===== src/core/ast_consts.svh =====
`ifndef AST_CONSTS_SVH
`define AST_CONSTS_SVH
// byte addresses of the register words
`define AST_MODE_ADDR 8'h00
`define AST_STA_ADDR 8'h04
`define AST_TXD_ADDR 8'h08
`define AST_RXD_ADDR 8'h0c
`define AST_BRG_ADDR 8'h10
// mode register fields
`define AST_M_EN 15
`define AST_M_RTSMD 11
`define AST_M_PINSEL 8
`define AST_M_LOOP 6
`define AST_M_RXINV 4
`define AST_M_HS 3
`define AST_M_FMT 1
`define AST_M_STOP2 0
// status register fields
`define AST_S_TXISEL1 15
`define AST_S_TXINV 14
`define AST_S_TXISEL0 13
`define AST_S_RXEN 12
`define AST_S_BRK 11
`define AST_S_TXEN 10
`define AST_S_TXFULL 9
`define AST_S_TRMT 8
`define AST_S_RXISEL 6
`define AST_S_ADDEN 5
`define AST_S_RIDLE 4
`define AST_S_PARITY_ERR_FLAG 3
`define AST_S_FRAMING_ERR_FLAG 2
`define AST_S_RX_OVERRUN_FLAG 1
`define AST_S_RXDA 0
`define AST_FIFO_DEPTH 4
`define AST_BRK_ZEROS 4'd12
`define AST_TXIRQ_DELAY 2'd2
`endif


===== src/core/ast_pkg.sv =====
package ast_pkg;
   typedef enum logic [3:0] {
      AST_TX_IDLE = 4'b0001,
      AST_TX_START = 4'b0010,
      AST_TX_DATA = 4'b0100,
      AST_TX_STOP = 4'b1000
   } ast_tx_state_t;
   typedef enum logic [3:0] {
      AST_RX_IDLE = 4'b0001,
      AST_RX_START = 4'b0010,
      AST_RX_DATA = 4'b0100,
      AST_RX_STOP = 4'b1000
   } ast_rx_state_t;
   typedef struct packed {
      logic parity_err_flag;
      logic framing_err_flag;
      logic [8:0] data;
   } ast_rx_entry_t;
   typedef struct packed {
      logic tx_irq;
      logic rx_irq;
   } ast_irq_t;
endpackage


===== src/core/ast_uart.sv =====
// Summary of operation
// - transmit queue holds up to four characters ahead of the shift register
// - receive queue of four entries, each with its parity and framing flags
// - 8 or 9 data bits, even/odd/no parity with 8, one or two stops
// - baud timer is 16-bit, restarted on each transmit load, period divisor plus one
// - normal speed: bit rate is clock over 16 times divisor plus one
// - high speed: bit rate is clock over 4 times divisor plus one
// - writing the divisor clears the baud timer at once
// - enabling transmit raises transmit interrupt two cycles later
// - idle enabled transmitter loads a write into the shifter the cycle after it is queued
// - data queued while disabled starts immediately once enabled
// - break request, dummy then sync: break sent, request self-clears
// - during break the queued character only starts the frame, value dropped
// - receive interrupt when queue count reaches the selected level
// - overrun flag stays set until software clears it
// - reading receive data pops the queue with its own error flags
// - parity, framing and overrun errors each have a status flag
// - 9-bit address detect accepts only characters with ninth bit set
// - pin-use field enables clear-to-send and request-to-send pins
// - loopback feeds transmitter output back to the receiver
// - separate idle polarity inversion for transmit and receive lines
// - can drive out a clock at sixteen times the bit rate, four times at high speed
// - format 11 nine bits, 10 odd, 01 even, 00 eight bits no parity
// - break is start bit, twelve zero bits, then stop bit
// - receive interrupt at four for 11, three for 10, every char for 0x
// - transmit interrupt per transfer, on emptying transfer, or when shifted out
//
// Added by the designer: the AHB-Lite interface to the registers and the address map.
`timescale 1ns/1ps
`default_nettype none
`include "ast_consts.svh"
module ast_uart
   import ast_pkg::*;
#(
   parameter int DEPTH = `AST_FIFO_DEPTH
) (
   input wire logic hclk,
   input wire logic hresetn,
   input wire logic hsel,
   input wire logic [7:0] haddr,
   input wire logic [1:0] htrans,
   input wire logic hwrite,
   input wire logic [2:0] hsize,
   input wire logic [31:0] hwdata,
   input wire logic hready,
   output logic [31:0] hrdata,
   output logic hreadyout,
   output logic hresp,
   input wire logic serial_in_line,
   output logic serial_out_line,
   input wire logic clear_to_send_in,
   output logic request_to_send_out,
   output ast_irq_t irq
);
   localparam int AW = $clog2(DEPTH);
   localparam logic [AW:0] DEPTH_C = (AW + 1)'(DEPTH);
   // bus address phase capture
   logic wr_q, rd_q;
   logic [7:0] addr_q;
   wire logic take = hsel & hready & htrans[1];
   always_ff @(posedge hclk or negedge hresetn) begin
      if (!hresetn) begin
         wr_q <= 1'b0;
         rd_q <= 1'b0;
         addr_q <= 8'h00;
      end else begin
         wr_q <= take & hwrite;
         rd_q <= take & ~hwrite;
         addr_q <= haddr;
      end
   end
   assign hreadyout = 1'b1;
   assign hresp = 1'b0;
   function automatic logic hit(input logic [7:0] a, input logic [7:0] r);
      hit = (a[7:2] == r[7:2]);
   endfunction
   wire logic wr_mode = wr_q & hit(addr_q, `AST_MODE_ADDR);
   wire logic wr_sta = wr_q & hit(addr_q, `AST_STA_ADDR);
   wire logic wr_txd = wr_q & hit(addr_q, `AST_TXD_ADDR);
   wire logic wr_brg = wr_q & hit(addr_q, `AST_BRG_ADDR);
   wire logic rd_rxd = rd_q & hit(addr_q, `AST_RXD_ADDR);
   // control registers
   logic [15:0] mode_q, brg_q;
   logic txen_q, brk_q, rxen_q, adden_q, txinv_q;
   logic [1:0] txisel_q, rxisel_q;
   logic rx_overrun_flag_q;
   wire logic en = mode_q[`AST_M_EN];
   wire logic hs = mode_q[`AST_M_HS];
   wire logic [1:0] fmt = mode_q[`AST_M_FMT +: 2];
   wire logic [1:0] pinsel = mode_q[`AST_M_PINSEL +: 2];
   wire logic nine = (fmt == 2'b11);
   wire logic par_on = (fmt == 2'b01) | (fmt == 2'b10);
   wire logic par_odd = (fmt == 2'b10);
   logic brk_done;
   logic rx_push_ovf;
   always_ff @(posedge hclk or negedge hresetn) begin
      if (!hresetn) begin
         mode_q <= 16'h0000;
         brg_q <= 16'h0000;
         txen_q <= 1'b0;
         brk_q <= 1'b0;
         rxen_q <= 1'b0;
         adden_q <= 1'b0;
         txinv_q <= 1'b0;
         txisel_q <= 2'b00;
         rxisel_q <= 2'b00;
         rx_overrun_flag_q <= 1'b0;
      end else begin
         if (wr_mode)
            mode_q <= hwdata[15:0];
         if (wr_brg)
            brg_q <= hwdata[15:0];
         if (wr_sta) begin
            txen_q <= hwdata[`AST_S_TXEN];
            rxen_q <= hwdata[`AST_S_RXEN];
            adden_q <= hwdata[`AST_S_ADDEN];
            txinv_q <= hwdata[`AST_S_TXINV];
            txisel_q <= {hwdata[`AST_S_TXISEL1], hwdata[`AST_S_TXISEL0]};
            rxisel_q <= hwdata[`AST_S_RXISEL +: 2];
         end
         // hardware clear of the break request wins over a rewrite
         if (brk_done)
            brk_q <= 1'b0;
         else if (wr_sta)
            brk_q <= hwdata[`AST_S_BRK];
         // overflow set wins over software clear
         if (rx_push_ovf)
            rx_overrun_flag_q <= 1'b1;
         else if (wr_sta && !hwdata[`AST_S_RX_OVERRUN_FLAG])
            rx_overrun_flag_q <= 1'b0;
      end
   end
   // baud generator: one tick per oversample slot
   logic [15:0] brg_cnt_q;
   wire logic brg_tick = (brg_cnt_q == brg_q);
   logic tx_go;
   always_ff @(posedge hclk or negedge hresetn) begin
      if (!hresetn)
         brg_cnt_q <= 16'h0000;
      else if (wr_brg || !en || tx_go)
         brg_cnt_q <= 16'h0000;
      else if (brg_tick)
         brg_cnt_q <= 16'h0000;
      else
         brg_cnt_q <= brg_cnt_q + 16'h0001;
   end
   // oversample phase: 16 or 4 slots per bit
   wire logic [3:0] ovs_last = hs ? 4'd3 : 4'd15;
   wire logic [3:0] ovs_mid = hs ? 4'd1 : 4'd7;
   logic clk16_q;
   always_ff @(posedge hclk or negedge hresetn) begin
      if (!hresetn)
         clk16_q <= 1'b0;
      // high for the first half of each tick period, so one cycle per oversample slot;
      // at divisor 0 a tick is one clock long and the output simply stays high
      else
         clk16_q <= (brg_cnt_q <= {1'b0, brg_q[15:1]});
   end
   // transmit queue
   logic [8:0] txf_mem [DEPTH];
   logic [AW-1:0] txf_wp_q, txf_rp_q;
   logic [AW:0] txf_cnt_q;
   wire logic txf_full = (txf_cnt_q == DEPTH_C);
   wire logic txf_empty = (txf_cnt_q == '0);
   wire logic txf_push = wr_txd & ~txf_full;
   // only the write that drops transmit enable flushes; words queued while off wait for enable
   wire logic tx_off = wr_sta & txen_q & ~hwdata[`AST_S_TXEN];
   ast_tx_state_t tx_st_q;
   logic [3:0] tx_ph_q, tx_bit_q;
   logic [10:0] tx_sh_q;
   logic tx_line_q, tx_brk_q;
   wire logic cts_gate = (pinsel == 2'b10) & ~mode_q[`AST_M_RTSMD] & clear_to_send_in;
   wire logic tx_idle = (tx_st_q == AST_TX_IDLE);
   assign tx_go = tx_idle & en & txen_q & ~txf_empty & ~cts_gate;
   wire logic [8:0] tx_head = txf_mem[txf_rp_q];
   wire logic tx_par = ^tx_head[7:0] ^ par_odd;
   wire logic [3:0] tx_nbits = brk_q ? `AST_BRK_ZEROS : ((nine | par_on) ? 4'd9 : 4'd8);
   always_ff @(posedge hclk or negedge hresetn) begin
      if (!hresetn) begin
         txf_wp_q <= '0;
         txf_rp_q <= '0;
         txf_cnt_q <= '0;
      end else if (tx_off) begin
         txf_wp_q <= '0;
         txf_rp_q <= '0;
         txf_cnt_q <= {(AW + 1){1'b0}};
      end else begin
         if (txf_push)
            txf_wp_q <= txf_wp_q + AW'(1);
         if (tx_go)
            txf_rp_q <= txf_rp_q + AW'(1);
         txf_cnt_q <= txf_cnt_q + (AW + 1)'(txf_push) - (AW + 1)'(tx_go);
      end
   end
   always_ff @(posedge hclk) begin
      if (txf_push)
         txf_mem[txf_wp_q] <= hwdata[8:0];
   end
   // transmit shifter; start bit comes out one tick after the load
   always_ff @(posedge hclk or negedge hresetn) begin
      if (!hresetn) begin
         tx_st_q <= AST_TX_IDLE;
         tx_ph_q <= 4'd0;
         tx_bit_q <= 4'd0;
         tx_sh_q <= 11'h000;
         tx_line_q <= 1'b1;
         tx_brk_q <= 1'b0;
      end else if (!txen_q) begin
         tx_st_q <= AST_TX_IDLE;
         tx_line_q <= 1'b1;
         tx_brk_q <= 1'b0;
      end else begin
         unique case (tx_st_q)
            AST_TX_IDLE: begin
               if (tx_go) begin
                  tx_brk_q <= brk_q;
                  // break frames discard the queued value
                  tx_sh_q <= brk_q ? 11'h000 : {2'b00, par_on ? tx_par : tx_head[8],
                     tx_head[7:0]};
                  tx_bit_q <= tx_nbits;
                  tx_ph_q <= 4'd0;
                  tx_st_q <= AST_TX_START;
               end
            end
            AST_TX_START: begin
               if (brg_tick) begin
                  tx_line_q <= 1'b0;
                  tx_ph_q <= tx_ph_q + 4'd1;
                  if (tx_ph_q == ovs_last) begin
                     tx_ph_q <= 4'd0;
                     tx_st_q <= AST_TX_DATA;
                  end
               end
            end
            AST_TX_DATA: begin
               if (brg_tick) begin
                  tx_line_q <= tx_sh_q[0];
                  tx_ph_q <= tx_ph_q + 4'd1;
                  if (tx_ph_q == ovs_last) begin
                     tx_ph_q <= 4'd0;
                     tx_sh_q <= {1'b0, tx_sh_q[10:1]};
                     tx_bit_q <= tx_bit_q - 4'd1;
                     if (tx_bit_q == 4'd1) begin
                        tx_st_q <= AST_TX_STOP;
                        tx_bit_q <= mode_q[`AST_M_STOP2] ? 4'd2 : 4'd1;
                     end
                  end
               end
            end
            AST_TX_STOP: begin
               if (brg_tick) begin
                  tx_line_q <= 1'b1;
                  tx_ph_q <= tx_ph_q + 4'd1;
                  if (tx_ph_q == ovs_last) begin
                     tx_ph_q <= 4'd0;
                     tx_bit_q <= tx_bit_q - 4'd1;
                     if (tx_bit_q == 4'd1 || tx_brk_q)
                        tx_st_q <= AST_TX_IDLE;
                  end
               end
            end
         endcase
      end
   end
   assign brk_done = (tx_st_q == AST_TX_STOP) & tx_brk_q & brg_tick & (tx_ph_q == ovs_last);
   wire logic trmt = tx_idle & txf_empty;
   wire logic tx_line_raw = tx_idle ? 1'b1 : tx_line_q;
   // transmit interrupt sources
   logic [1:0] txen_dly_q;
   logic trmt_q;
   always_ff @(posedge hclk or negedge hresetn) begin
      if (!hresetn) begin
         txen_dly_q <= 2'b00;
         trmt_q <= 1'b1;
      end else begin
         txen_dly_q <= {txen_dly_q[0], wr_sta & hwdata[`AST_S_TXEN] & ~txen_q};
         trmt_q <= trmt;
      end
   end
   wire logic tx_last_out = trmt & ~trmt_q;
   wire logic tx_empty_xfer = tx_go & (txf_cnt_q == (AW + 1)'(1));
   logic tx_irq_d;
   always_comb begin
      unique case (txisel_q)
         2'b01: tx_irq_d = tx_last_out;
         2'b10: tx_irq_d = tx_empty_xfer;
         default: tx_irq_d = tx_go;
      endcase
   end
   // receiver
   wire logic rx_pin = (mode_q[`AST_M_LOOP] ? tx_line_raw : serial_in_line)
      ^ mode_q[`AST_M_RXINV];
   logic rx_prev_q;
   ast_rx_state_t rx_st_q;
   logic [3:0] rx_ph_q, rx_bit_q;
   logic [8:0] rx_sh_q;
   logic rx_done;
   logic rx_framing_err_flag;
   ast_rx_entry_t rxf_mem [DEPTH];
   logic [AW-1:0] rxf_wp_q, rxf_rp_q;
   logic [AW:0] rxf_cnt_q;
   wire logic [3:0] rx_nbits = (nine | par_on) ? 4'd9 : 4'd8;
   wire logic rx_parity_err_flag = par_on & (^rx_sh_q[8:0] ^ par_odd);
   wire logic rx_accept = ~(nine & adden_q) | rx_sh_q[8];
   wire logic [8:0] rx_data = nine ? rx_sh_q : {1'b0, rx_sh_q[7:0]};
   wire logic rxf_full = (rxf_cnt_q == DEPTH_C);
   wire logic rx_store = rx_done & rx_accept;
   wire logic rxf_push = rx_store & ~rxf_full;
   assign rx_push_ovf = rx_store & rxf_full;
   wire logic rxf_pop = rd_rxd & (rxf_cnt_q != '0);
   always_ff @(posedge hclk or negedge hresetn) begin
      if (!hresetn) begin
         rx_prev_q <= 1'b1;
         rx_st_q <= AST_RX_IDLE;
         rx_ph_q <= 4'd0;
         rx_bit_q <= 4'd0;
         rx_sh_q <= 9'h000;
      end else begin
         rx_prev_q <= rx_pin;
         unique case (rx_st_q)
            AST_RX_IDLE: begin
               if (en && rxen_q && rx_prev_q && !rx_pin) begin
                  rx_ph_q <= 4'd0;
                  rx_st_q <= AST_RX_START;
               end
            end
            AST_RX_START: begin
               if (brg_tick) begin
                  rx_ph_q <= rx_ph_q + 4'd1;
                  if (rx_ph_q == ovs_mid) begin
                     rx_ph_q <= 4'd0;
                     rx_bit_q <= rx_nbits;
                     rx_st_q <= rx_pin ? AST_RX_IDLE : AST_RX_DATA;
                  end
               end
            end
            AST_RX_DATA: begin
               if (brg_tick) begin
                  rx_ph_q <= rx_ph_q + 4'd1;
                  if (rx_ph_q == ovs_last) begin
                     rx_ph_q <= 4'd0;
                     rx_sh_q <= rx_nbits == 4'd9 ? {rx_pin, rx_sh_q[8:1]}
                        : {1'b0, rx_pin, rx_sh_q[7:1]};
                     rx_bit_q <= rx_bit_q - 4'd1;
                     if (rx_bit_q == 4'd1)
                        rx_st_q <= AST_RX_STOP;
                  end
               end
            end
            AST_RX_STOP: begin
               if (brg_tick) begin
                  rx_ph_q <= rx_ph_q + 4'd1;
                  if (rx_ph_q == ovs_last)
                     rx_st_q <= AST_RX_IDLE;
               end
            end
         endcase
      end
   end
   assign rx_done = (rx_st_q == AST_RX_STOP) & brg_tick & (rx_ph_q == ovs_last);
   assign rx_framing_err_flag = ~rx_pin;
   always_ff @(posedge hclk or negedge hresetn) begin
      if (!hresetn) begin
         rxf_wp_q <= '0;
         rxf_rp_q <= '0;
         rxf_cnt_q <= '0;
      end else begin
         if (rxf_push)
            rxf_wp_q <= rxf_wp_q + AW'(1);
         if (rxf_pop)
            rxf_rp_q <= rxf_rp_q + AW'(1);
         rxf_cnt_q <= rxf_cnt_q + (AW + 1)'(rxf_push) - (AW + 1)'(rxf_pop);
      end
   end
   always_ff @(posedge hclk) begin
      if (rxf_push)
         rxf_mem[rxf_wp_q] <= '{parity_err_flag: rx_parity_err_flag, framing_err_flag: rx_framing_err_flag, data: rx_data};
   end
   wire ast_rx_entry_t rx_head = (rxf_cnt_q != '0) ? rxf_mem[rxf_rp_q] : '0;
   // receive level interrupt, evaluated on each store
   wire logic [AW:0] rx_lvl = (rxisel_q == 2'b11) ? DEPTH_C
      : (rxisel_q == 2'b10) ? DEPTH_C - (AW + 1)'(1) : (AW + 1)'(1);
   wire logic rx_irq_d = rxf_push & ((rxf_cnt_q + (AW + 1)'(1)) >= rx_lvl);
   always_ff @(posedge hclk or negedge hresetn) begin
      if (!hresetn)
         irq <= '0;
      else begin
         irq.tx_irq <= tx_irq_d | txen_dly_q[1];
         irq.rx_irq <= rx_irq_d;
      end
   end
   // pins
   always_ff @(posedge hclk or negedge hresetn) begin
      if (!hresetn) begin
         serial_out_line <= 1'b1;
         request_to_send_out <= 1'b1;
      end else begin
         serial_out_line <= tx_line_raw ^ txinv_q;
         unique case (pinsel)
            2'b11: request_to_send_out <= en & clk16_q;
            2'b01, 2'b10: request_to_send_out <= mode_q[`AST_M_RTSMD] ? ~tx_idle : rxf_full;
            default: request_to_send_out <= 1'b1;
         endcase
      end
   end
   // read mux
   wire logic [15:0] sta_rd = {txisel_q[1], txinv_q, txisel_q[0], rxen_q, brk_q, txen_q,
      txf_full, trmt, rxisel_q, adden_q, rx_st_q == AST_RX_IDLE, rx_head.parity_err_flag,
      rx_head.framing_err_flag, rx_overrun_flag_q, rxf_cnt_q != '0};
   always_ff @(posedge hclk or negedge hresetn) begin
      if (!hresetn)
         hrdata <= 32'h0000_0000;
      else if (take && !hwrite) begin
         if (hit(haddr, `AST_MODE_ADDR))
            hrdata <= {16'h0000, mode_q};
         else if (hit(haddr, `AST_STA_ADDR))
            hrdata <= {16'h0000, sta_rd};
         else if (hit(haddr, `AST_RXD_ADDR))
            hrdata <= {23'h000000, rx_head.data};
         else if (hit(haddr, `AST_BRG_ADDR))
            hrdata <= {16'h0000, brg_q};
         else
            hrdata <= 32'h0000_0000;
      end
   end
   chk_txen_irq_delay: assert property (@(posedge hclk) disable iff (!hresetn)
      (wr_sta && hwdata[`AST_S_TXEN] && !txen_q) |-> ##3 irq.tx_irq)
      else $error("tx irq not two cycles after enable");
   chk_brg_clear: assert property (@(posedge hclk) disable iff (!hresetn)
      wr_brg |=> brg_cnt_q == 16'h0000)
      else $error("baud timer not cleared on write");
   chk_rx_overrun_flag_sticky: assert property (@(posedge hclk) disable iff (!hresetn)
      (rx_overrun_flag_q && !(wr_sta && !hwdata[`AST_S_RX_OVERRUN_FLAG])) |=> rx_overrun_flag_q)
      else $error("overrun flag dropped");
   chk_ovf_sets: assert property (@(posedge hclk) disable iff (!hresetn)
      rx_push_ovf |=> rx_overrun_flag_q)
      else $error("overrun not flagged");
   chk_txf_bound: assert property (@(posedge hclk) disable iff (!hresetn)
      txf_cnt_q <= DEPTH_C)
      else $error("tx queue over depth");
   chk_rxf_pop: assert property (@(posedge hclk) disable iff (!hresetn)
      (rxf_pop && !rxf_push) |=> rxf_cnt_q == $past(rxf_cnt_q) - (AW + 1)'(1))
      else $error("rx read did not pop");
   chk_brk_clear: assert property (@(posedge hclk) disable iff (!hresetn)
      brk_done |=> !brk_q)
      else $error("break request not cleared");
   chk_start_low: assert property (@(posedge hclk) disable iff (!hresetn)
      (tx_st_q == AST_TX_START && tx_ph_q != 4'd0 && txen_q)
      |-> ##1 serial_out_line == txinv_q)
      else $error("start bit not low");
   chk_go_start: assert property (@(posedge hclk) disable iff (!hresetn)
      tx_go |=> tx_st_q == AST_TX_START)
      else $error("load did not start frame");
   cov_tx_frame: cover property (@(posedge hclk) tx_go ##[1:1000] trmt);
   cov_rx_store: cover property (@(posedge hclk) rxf_push);
   cov_break: cover property (@(posedge hclk) brk_done);
   cov_ovf: cover property (@(posedge hclk) rx_push_ovf);
endmodule
`default_nettype wire


===== config.mk =====
export PLATFORM = sky130hd
export DESIGN_NAME = ast_uart
export DESIGN_NICKNAME = d
export VERILOG_FILES = /design/src/core/ast_pkg.sv /design/src/core/ast_uart.sv
export VERILOG_INCLUDE_DIRS = /design/src /design/src/core
export SDC_FILE = /design/constraint.sdc
export NUM_CORES = 1
export LEC_CHECK = 0
export ABC_AREA = 1
export ABC_CLOCK_PERIOD_IN_PS = 4700
export BUFFER_PORTS_ARGS = -buffer_cell sky130_fd_sc_hd__buf_2
export CAP_MARGIN = 20
export CORE_MARGIN = 2
export CORE_UTILIZATION = 35
export CTS_BUF_LIST = sky130_fd_sc_hd__clkbuf_8
export CTS_CLUSTER_DIAMETER = 100
export DETAILED_ROUTE_END_ITERATION = 16
export PLACE_DENSITY = 0.53
export SLEW_MARGIN = 30
export SYNTH_ARGS = -nofsm -noshare
export SYNTH_HDL_FRONTEND = slang
export SYNTH_SLANG_ARGS = --single-unit

===== constraint.sdc =====
create_clock -name hclk -period 4.7 [get_ports hclk]
set_input_delay 0.705 -clock hclk [delete_from_list [all_inputs] [get_ports hclk]]
set_output_delay 0.705 -clock hclk [all_outputs]
set_load 0.03 [all_outputs]

# --- Word-level counts from Yosys, hierarchy flattened ---
# Memories as Yosys holds them, arrays and structs flattened.
# Cells that the tools add are included.
op_classes:
  n_eq_ne: 61
  bitwise_logic: 56
  muxes: 92
  magnitude_cmp: 2
  n_reduce_logical: 37
  add_sub_neg: 14
op_table:
  columns: ["op", "n"]
  rows:
  - ["2-to-1 mux 4 bit", 39]
  - ["2-to-1 mux 16 bit", 6]
  - ["one-hot mux 4 bit (4 select lines)", 3]
  - ["2-to-1 mux 11 bit", 4]
  - ["bitwise AND 1 bit", 36]
  - ["2-to-1 mux 9 bit", 3]
  - ["inequality test 3 bit, second input constant", 9]
  - ["inequality test 2 bit, second input constant", 12]
  - ["one-hot mux 11 bit (2 select lines)", 1]
  - ["2-to-1 mux 1 bit", 20]
  - ["== test 6 x 2 -> 1 bit, second input constant", 3]
  - ["adder 16 x 1 -> 16 bit, second input constant", 1]
  - ["== test 16 bit", 1]
  - ["== test 4 x 1 -> 1 bit, second input constant", 4]
  - ["<= comparator 16 x 15 -> 1 bit", 1]
  - ["one-hot mux 4 bit (2 select lines)", 2]
  - ["== test 2 bit, second input constant", 7]
  - ["== test 4 bit, second input constant", 3]
  - ["== test 6 x 1 -> 1 bit, second input constant", 2]
  - ["== test 6 x 3 -> 1 bit, second input constant", 2]
  - ["logical NOT 6 bit", 2]
  - ["2-to-1 mux 2 bit", 6]
  - ["2-to-1 mux 3 bit", 4]
  - ["inverter 1 bit", 12]
  - ["38 further kinds", 79]
word_totals:
  memories: 2
  mem_bits_rw: 80
  ff_bits: 169
  inputBits: 52
  elab_cells: 303
mem_list:
  columns: ["memory", "words", "width", "rd", "rd_ports_with_merged_regs", "wr", "line_no", "rtl"]
  rows:
  - ["rxf_mem", 4, 11, 1, 0, 1, "ast_uart.sv:299", "ast_rx_entry_t rxf_mem [DEPTH];"]
  - ["txf_mem", 4, 9, 1, 0, 1, "ast_uart.sv:160", "logic [8:0] txf_mem [DEPTH];"]

# --- Logic depth before layout (Yosys ltp) ---
logic_depth:
  word_depth: 8
  ltp_mapped: 16
  ltp_nobuf: 15

# --- Least setup slack after synthesis ---
# OpenSTA, ideal clock, no wires.
synth_path:
  kind: "register to register"
  from: "reg rx_ph_q[1]"
  to: "reg rxf_cnt_q[2]"
  arrival_time_ns: 2.439
  synth_period_minus_slack_ns: 2.568
  slack_ns: 2.132
  t_required_ns: 4.571
  path_stages_with_launch: 12
  path_cell_list: "dfrtp_1 -> ha_1 -> nand2_1 -> nor2_1 -> inv_1 -> a211oi_1 -> nand3_2 -> ha_1 -> inv_1 -> ha_1 -> fa_1 -> xor2_1"
synth_between:
  elab_chain_cells: 6
synth_rtl:
  columns: ["element", "line_no", "rtl"]
  rows:
  - ["start: declaration", "ast_uart.sv:295", "logic [3:0] rx_ph_q, rx_bit_q;"]
  - ["start signal: assignment", "ast_uart.sv:329", "rx_ph_q <= rx_ph_q + 4'd1;"]
  - ["start signal: assignment", "ast_uart.sv:339", "rx_ph_q <= rx_ph_q + 4'd1;"]
  - ["start signal: assignment", "ast_uart.sv:352", "rx_ph_q <= rx_ph_q + 4'd1;"]
  - ["== test 4 bit", "ast_uart.sv:360", "assign rx_done = (rx_st_q == AST_RX_STOP) & brg_tick & (rx_ph_q == ovs_last);"]
  - ["bitwise AND 1 bit", "ast_uart.sv:360", null]
  - ["bitwise AND 1 bit", "ast_uart.sv:307", "wire logic rx_store = rx_done & rx_accept;"]
  - ["bitwise AND 1 bit", "ast_uart.sv:308", "wire logic rxf_push = rx_store & ~rxf_full;"]
  - ["adder 3 x 1 -> 3 bit", "ast_uart.sv:372", "rxf_cnt_q <= rxf_cnt_q + (AW + 1)'(rxf_push) - (AW + 1)'(rxf_pop);"]
  - ["subtractor 3 x 1 -> 3 bit", "ast_uart.sv:372", null]
  - ["end signal: assignment", "ast_uart.sv:372", null]
  - ["end: declaration", "ast_uart.sv:301", "logic [AW:0] rxf_cnt_q;"]
# Every way passes these cells.
# A chain may end at the register's enable or synchronous reset.

# --- Worst setup path after layout ---
layout_path:
  from: "reg mode_q[3]"
  to: "reg rxf_cnt_q[2]"
layout_between:
  elab_chain_cells: 7
layout_rtl:
  columns: ["element", "line_no", "rtl"]
  rows:
  - ["start: declaration", "ast_uart.sv:83", "logic [15:0] mode_q, brg_q;"]
  - ["start signal: assignment", "ast_uart.sv:110", "mode_q <= hwdata[15:0];"]
  - ["2-to-1 mux 4 bit", "ast_uart.sv:148", "wire logic [3:0] ovs_last = hs ? 4'd3 : 4'd15;"]
  - ["== test 4 bit", "ast_uart.sv:360", null]
  - ["bitwise AND 1 bit", "ast_uart.sv:360", null]
  - ["bitwise AND 1 bit", "ast_uart.sv:307", null]
  - ["bitwise AND 1 bit", "ast_uart.sv:308", null]
  - ["adder 3 x 1 -> 3 bit", "ast_uart.sv:372", null]
  - ["subtractor 3 x 1 -> 3 bit", "ast_uart.sv:372", null]
# Every way passes these cells.

==> out/summary.txt <==
Outcome: finished clean
Fin Hold WS: 0.1764 ns
DIE WIDTH: 184.2 um
Routed WL per cell: 15.77 um
Area after DPL: 12,090 um^2
Clock skew: 0.04335 ns
Initial antenna violation count: 0
Top cells by count, synth: nand2_1 (289), dfrtp_1 (142), inv_1 (136), o21ai_0 (116), nor2_1 (108)
Hold Buf Count CTS: 0
Top_reg_cell synth: dfrtp_1
Unrepaired setup endpoints after global routing: no
Initial Util: 35.73%
Top cells by area, synth: dfrtp_1 (31%), edfxtp_1 (21%), nand2_1 (9.5%)
CTS H-Tree Depth: 2
Max-cap viol count: 0
Root buffer cell: clkbuf_8
Max Clock Freq: 288.1 MHz
1st-iter DRT viols: 619
Clock transition at path regs: 0.06 ns
Ant diodes: 0
Final period utilization: 73.85%
DR DRC count: 0
Chip height: 184.2 um
Worst vdd ir: 0.1990 mV
Share of post-route cells with drive strength above 1: 12.31%
Post CTS Setup Buffer Count: 0
Minimum clock period: 3.471 ns
Antenna-violating nets left: 0
Setup TNS: 0 ns
DR vias: 8,576
Seq/Total Area, Yosys: 54.04%
Worst slew margin: 38.01%
Post-layout total power: 5.060 mW
Critical path peak fanout: 9
Largest area contributor in the netlist: dfrtp_1
Total wire length: 28,260 um
Post-DP HPWL: 19,920 um
Most frequent cell after synthesis: nand2_1
CTS tree: yes
Yosys reg bits: 229
Worst skew pair latency: 0.58 ns
Worst Tran Pin Value: 0.9289 ns
Pin count of the biggest net entering global routing: 100
GRT Total Usage: 17.29%
Core Rows: 65
CP Class: register to register
Critical Path AT: 3.88 ns
Clock sink count: 229
Worst min-delay path category: input pin to async pin
Total CTS buffers: 42
Yosys top cell area share: 31.28%
Syn_area_per_cell: 9.111 um^2
Max clock buf depth: 3
Post-synth EDFFs: 80
Post-CTS resize count: 0
PD cells: 393.5 nW/um^2
YS warnings: 0
Final nets: 1,426
Vias in the first global route: 8,452
Final setup fails: 0
Crit end category: register
Final Cell Area: 12,860 um^2
Placed cells: 1,716
Number of I/O pins: 90
Die area: 33,920 um^2
P&R area growth vs syn: 13.19%
Post-Syn Area: 11,360 um^2
Total grt overflow: 0
FFs w/ async S/R, synth: 65.07%
Yosys cell types: 49
Max-slew violation count: 0
Fin cells: 1,792
Drt pass-1 iters: 5
Hold Violations, Final: 0
Fillers: 3,209
Leak: 5.834 nW
Global-route wire length before repair: 45,560 um
Buffers added on ports: 49
Via/cell ratio: 4.786
Req. time, crit path: 5.11 ns
GP Congestion: 0.8359
Core Box Area: 31,800 um^2
CP Launch Type: register
Mapped Cells: 1,247
metal layers:
metal | track usage, % | part of all wire [%] | vias to the layer above | routed length (um)
met5 | 0 | 0 | - | 0
li1 | - | - | 4251 | -
met4 | 5.088 | 2.1 | 0 | 607
met2 | 28.83 | 47 | 196 | 13340
met3 | 3.300 | 5.3 | 48 | 1485
met1 | 22.91 | 45 | 4081 | 12830
final cells by class:
type / count / area [um^2] / share of cell area (%)
Clock buffer: 45 / 619.3 / 4.816
Clock inverter: 31 / 145.1 / 1.129
Inverter: 144 / 540.5 / 4.203
Multi-Input combinational cell: 845 / 4511 / 35.08
Sequential cell: 229 / 6140 / 47.74
Tap cell: 435 / 544.3 / 4.232
Timing Repair Buffer: 63 / 360.3 / 2.802
layout by cell type, fill, tap and decap left out, types with 4 or more instances in the layout:
cell,Yosys,routed
a211oi_1,4,4
a21oi_1,42,42
a21oi_2,4,4
a22oi_1,5,5
a31oi_1,6,6
buf_2,1,48
buf_4,18,14
clkbuf_8,0,45
clkinv_2,0,5
conb_1,2,18
dfrtp_1,142,142
dfstp_2,7,7
edfxtp_1,80,80
ha_1,47,47
inv_1,136,159
inv_2,7,7
mux2_2,6,6
nand2_1,289,289
nand2_2,5,5
nand3_1,65,65
nand4_1,6,6
nor2_1,108,104
nor2_2,3,7
nor3_1,17,16
o211ai_1,5,5
o21ai_0,116,116
o21ai_1,5,5
o21ai_2,4,4
o22ai_1,21,21
xnor2_1,18,18
xor2_1,21,21
per-stage QoR:
| stage | setup slack, ns | utilization [%] |
|---|---|---|
| 4_1_cts | 1.324 | 40.42 |
| 6_report | 1.229 | 40.44 |
| 5_1_grt | 1.148 | 40.44 |
| 3_3_place_gp | 1.426 | 38.01 |
| 2_1_floorplan | 2.132 | - |
| 3_5_place_dp | 1.362 | 38.02 |
critical path, cell delays in order (launching register included):
cell and delay (ns):
dfrtp_1 0.52, inv_1 0.14, nand2_1 0.10, o21ai_0 0.08, nor2_1 0.26, inv_1 0.15, a211oi_1 0.55, nand3_2 0.36
ha_1 0.39, inv_1 0.04, ha_1 0.18, fa_1 0.38, xor2_1 0.17
cell families (layout without fill, tap and decap cells):
logic type                 Yosys count  count (layout)  share of synthesized area, %
AOI/OAI and AO/OA                  221             221                         10.85
xor gates and xnor gates            39              39                         3.007
adders and majority gates           49              49                         5.529
buffers and inverters              189             283                         6.916
DFF                                229             229                         54.04
muxes                                6               6                        0.5947
other                                2              18                       0.06610
and+or+nand+nor                    512             512                         19.00
report_power, final:
group | switching, mW | internal (mW) | total [mW] | leakage, nW
clock network | 0.856 | 0.890 | 1.75 | 0.482
logic | 0.633 | 0.321 | 0.954 | 2.91
registers | 0.136 | 2.22 | 2.36 | 2.44
registers in the layout, summed over array words and instances, names as in the netlist, 6 cells and up:
name       cells
rx_sh_q        9
txf_mem       36
mode_q        16
brg_q         16
rxf_mem       44
brg_cnt_q     16
hrdata        16
tx_sh_q        9
addr_q         6
path summary, 6_finish.rpt:
path	slack (ns)	from	endpoint	cells after the start
setup / recovery	1.23	mode_q[3]$_DFFE_PN0P_	rxf_cnt_q[2]$_DFF_PN0_	12
hold / removal	0.18	hresetn	rxf_wp_q[0]$_DFFE_PN0P_	1
setup reg to reg	1.23	mode_q[3]$_DFFE_PN0P_	rxf_cnt_q[2]$_DFF_PN0_	12
hold reg to reg	0.34	txen_dly_q[0]$_DFF_PN0_	txen_dly_q[1]$_DFF_PN0_	0
max in group asynchronous	3.50	hresetn	rx_prev_q$_DFF_PN1_	2
min in group hclk	0.29	haddr[7]	addr_q[7]$_DFF_PN0_	1
Note: power is estimated with default switching activity, not from simulation.
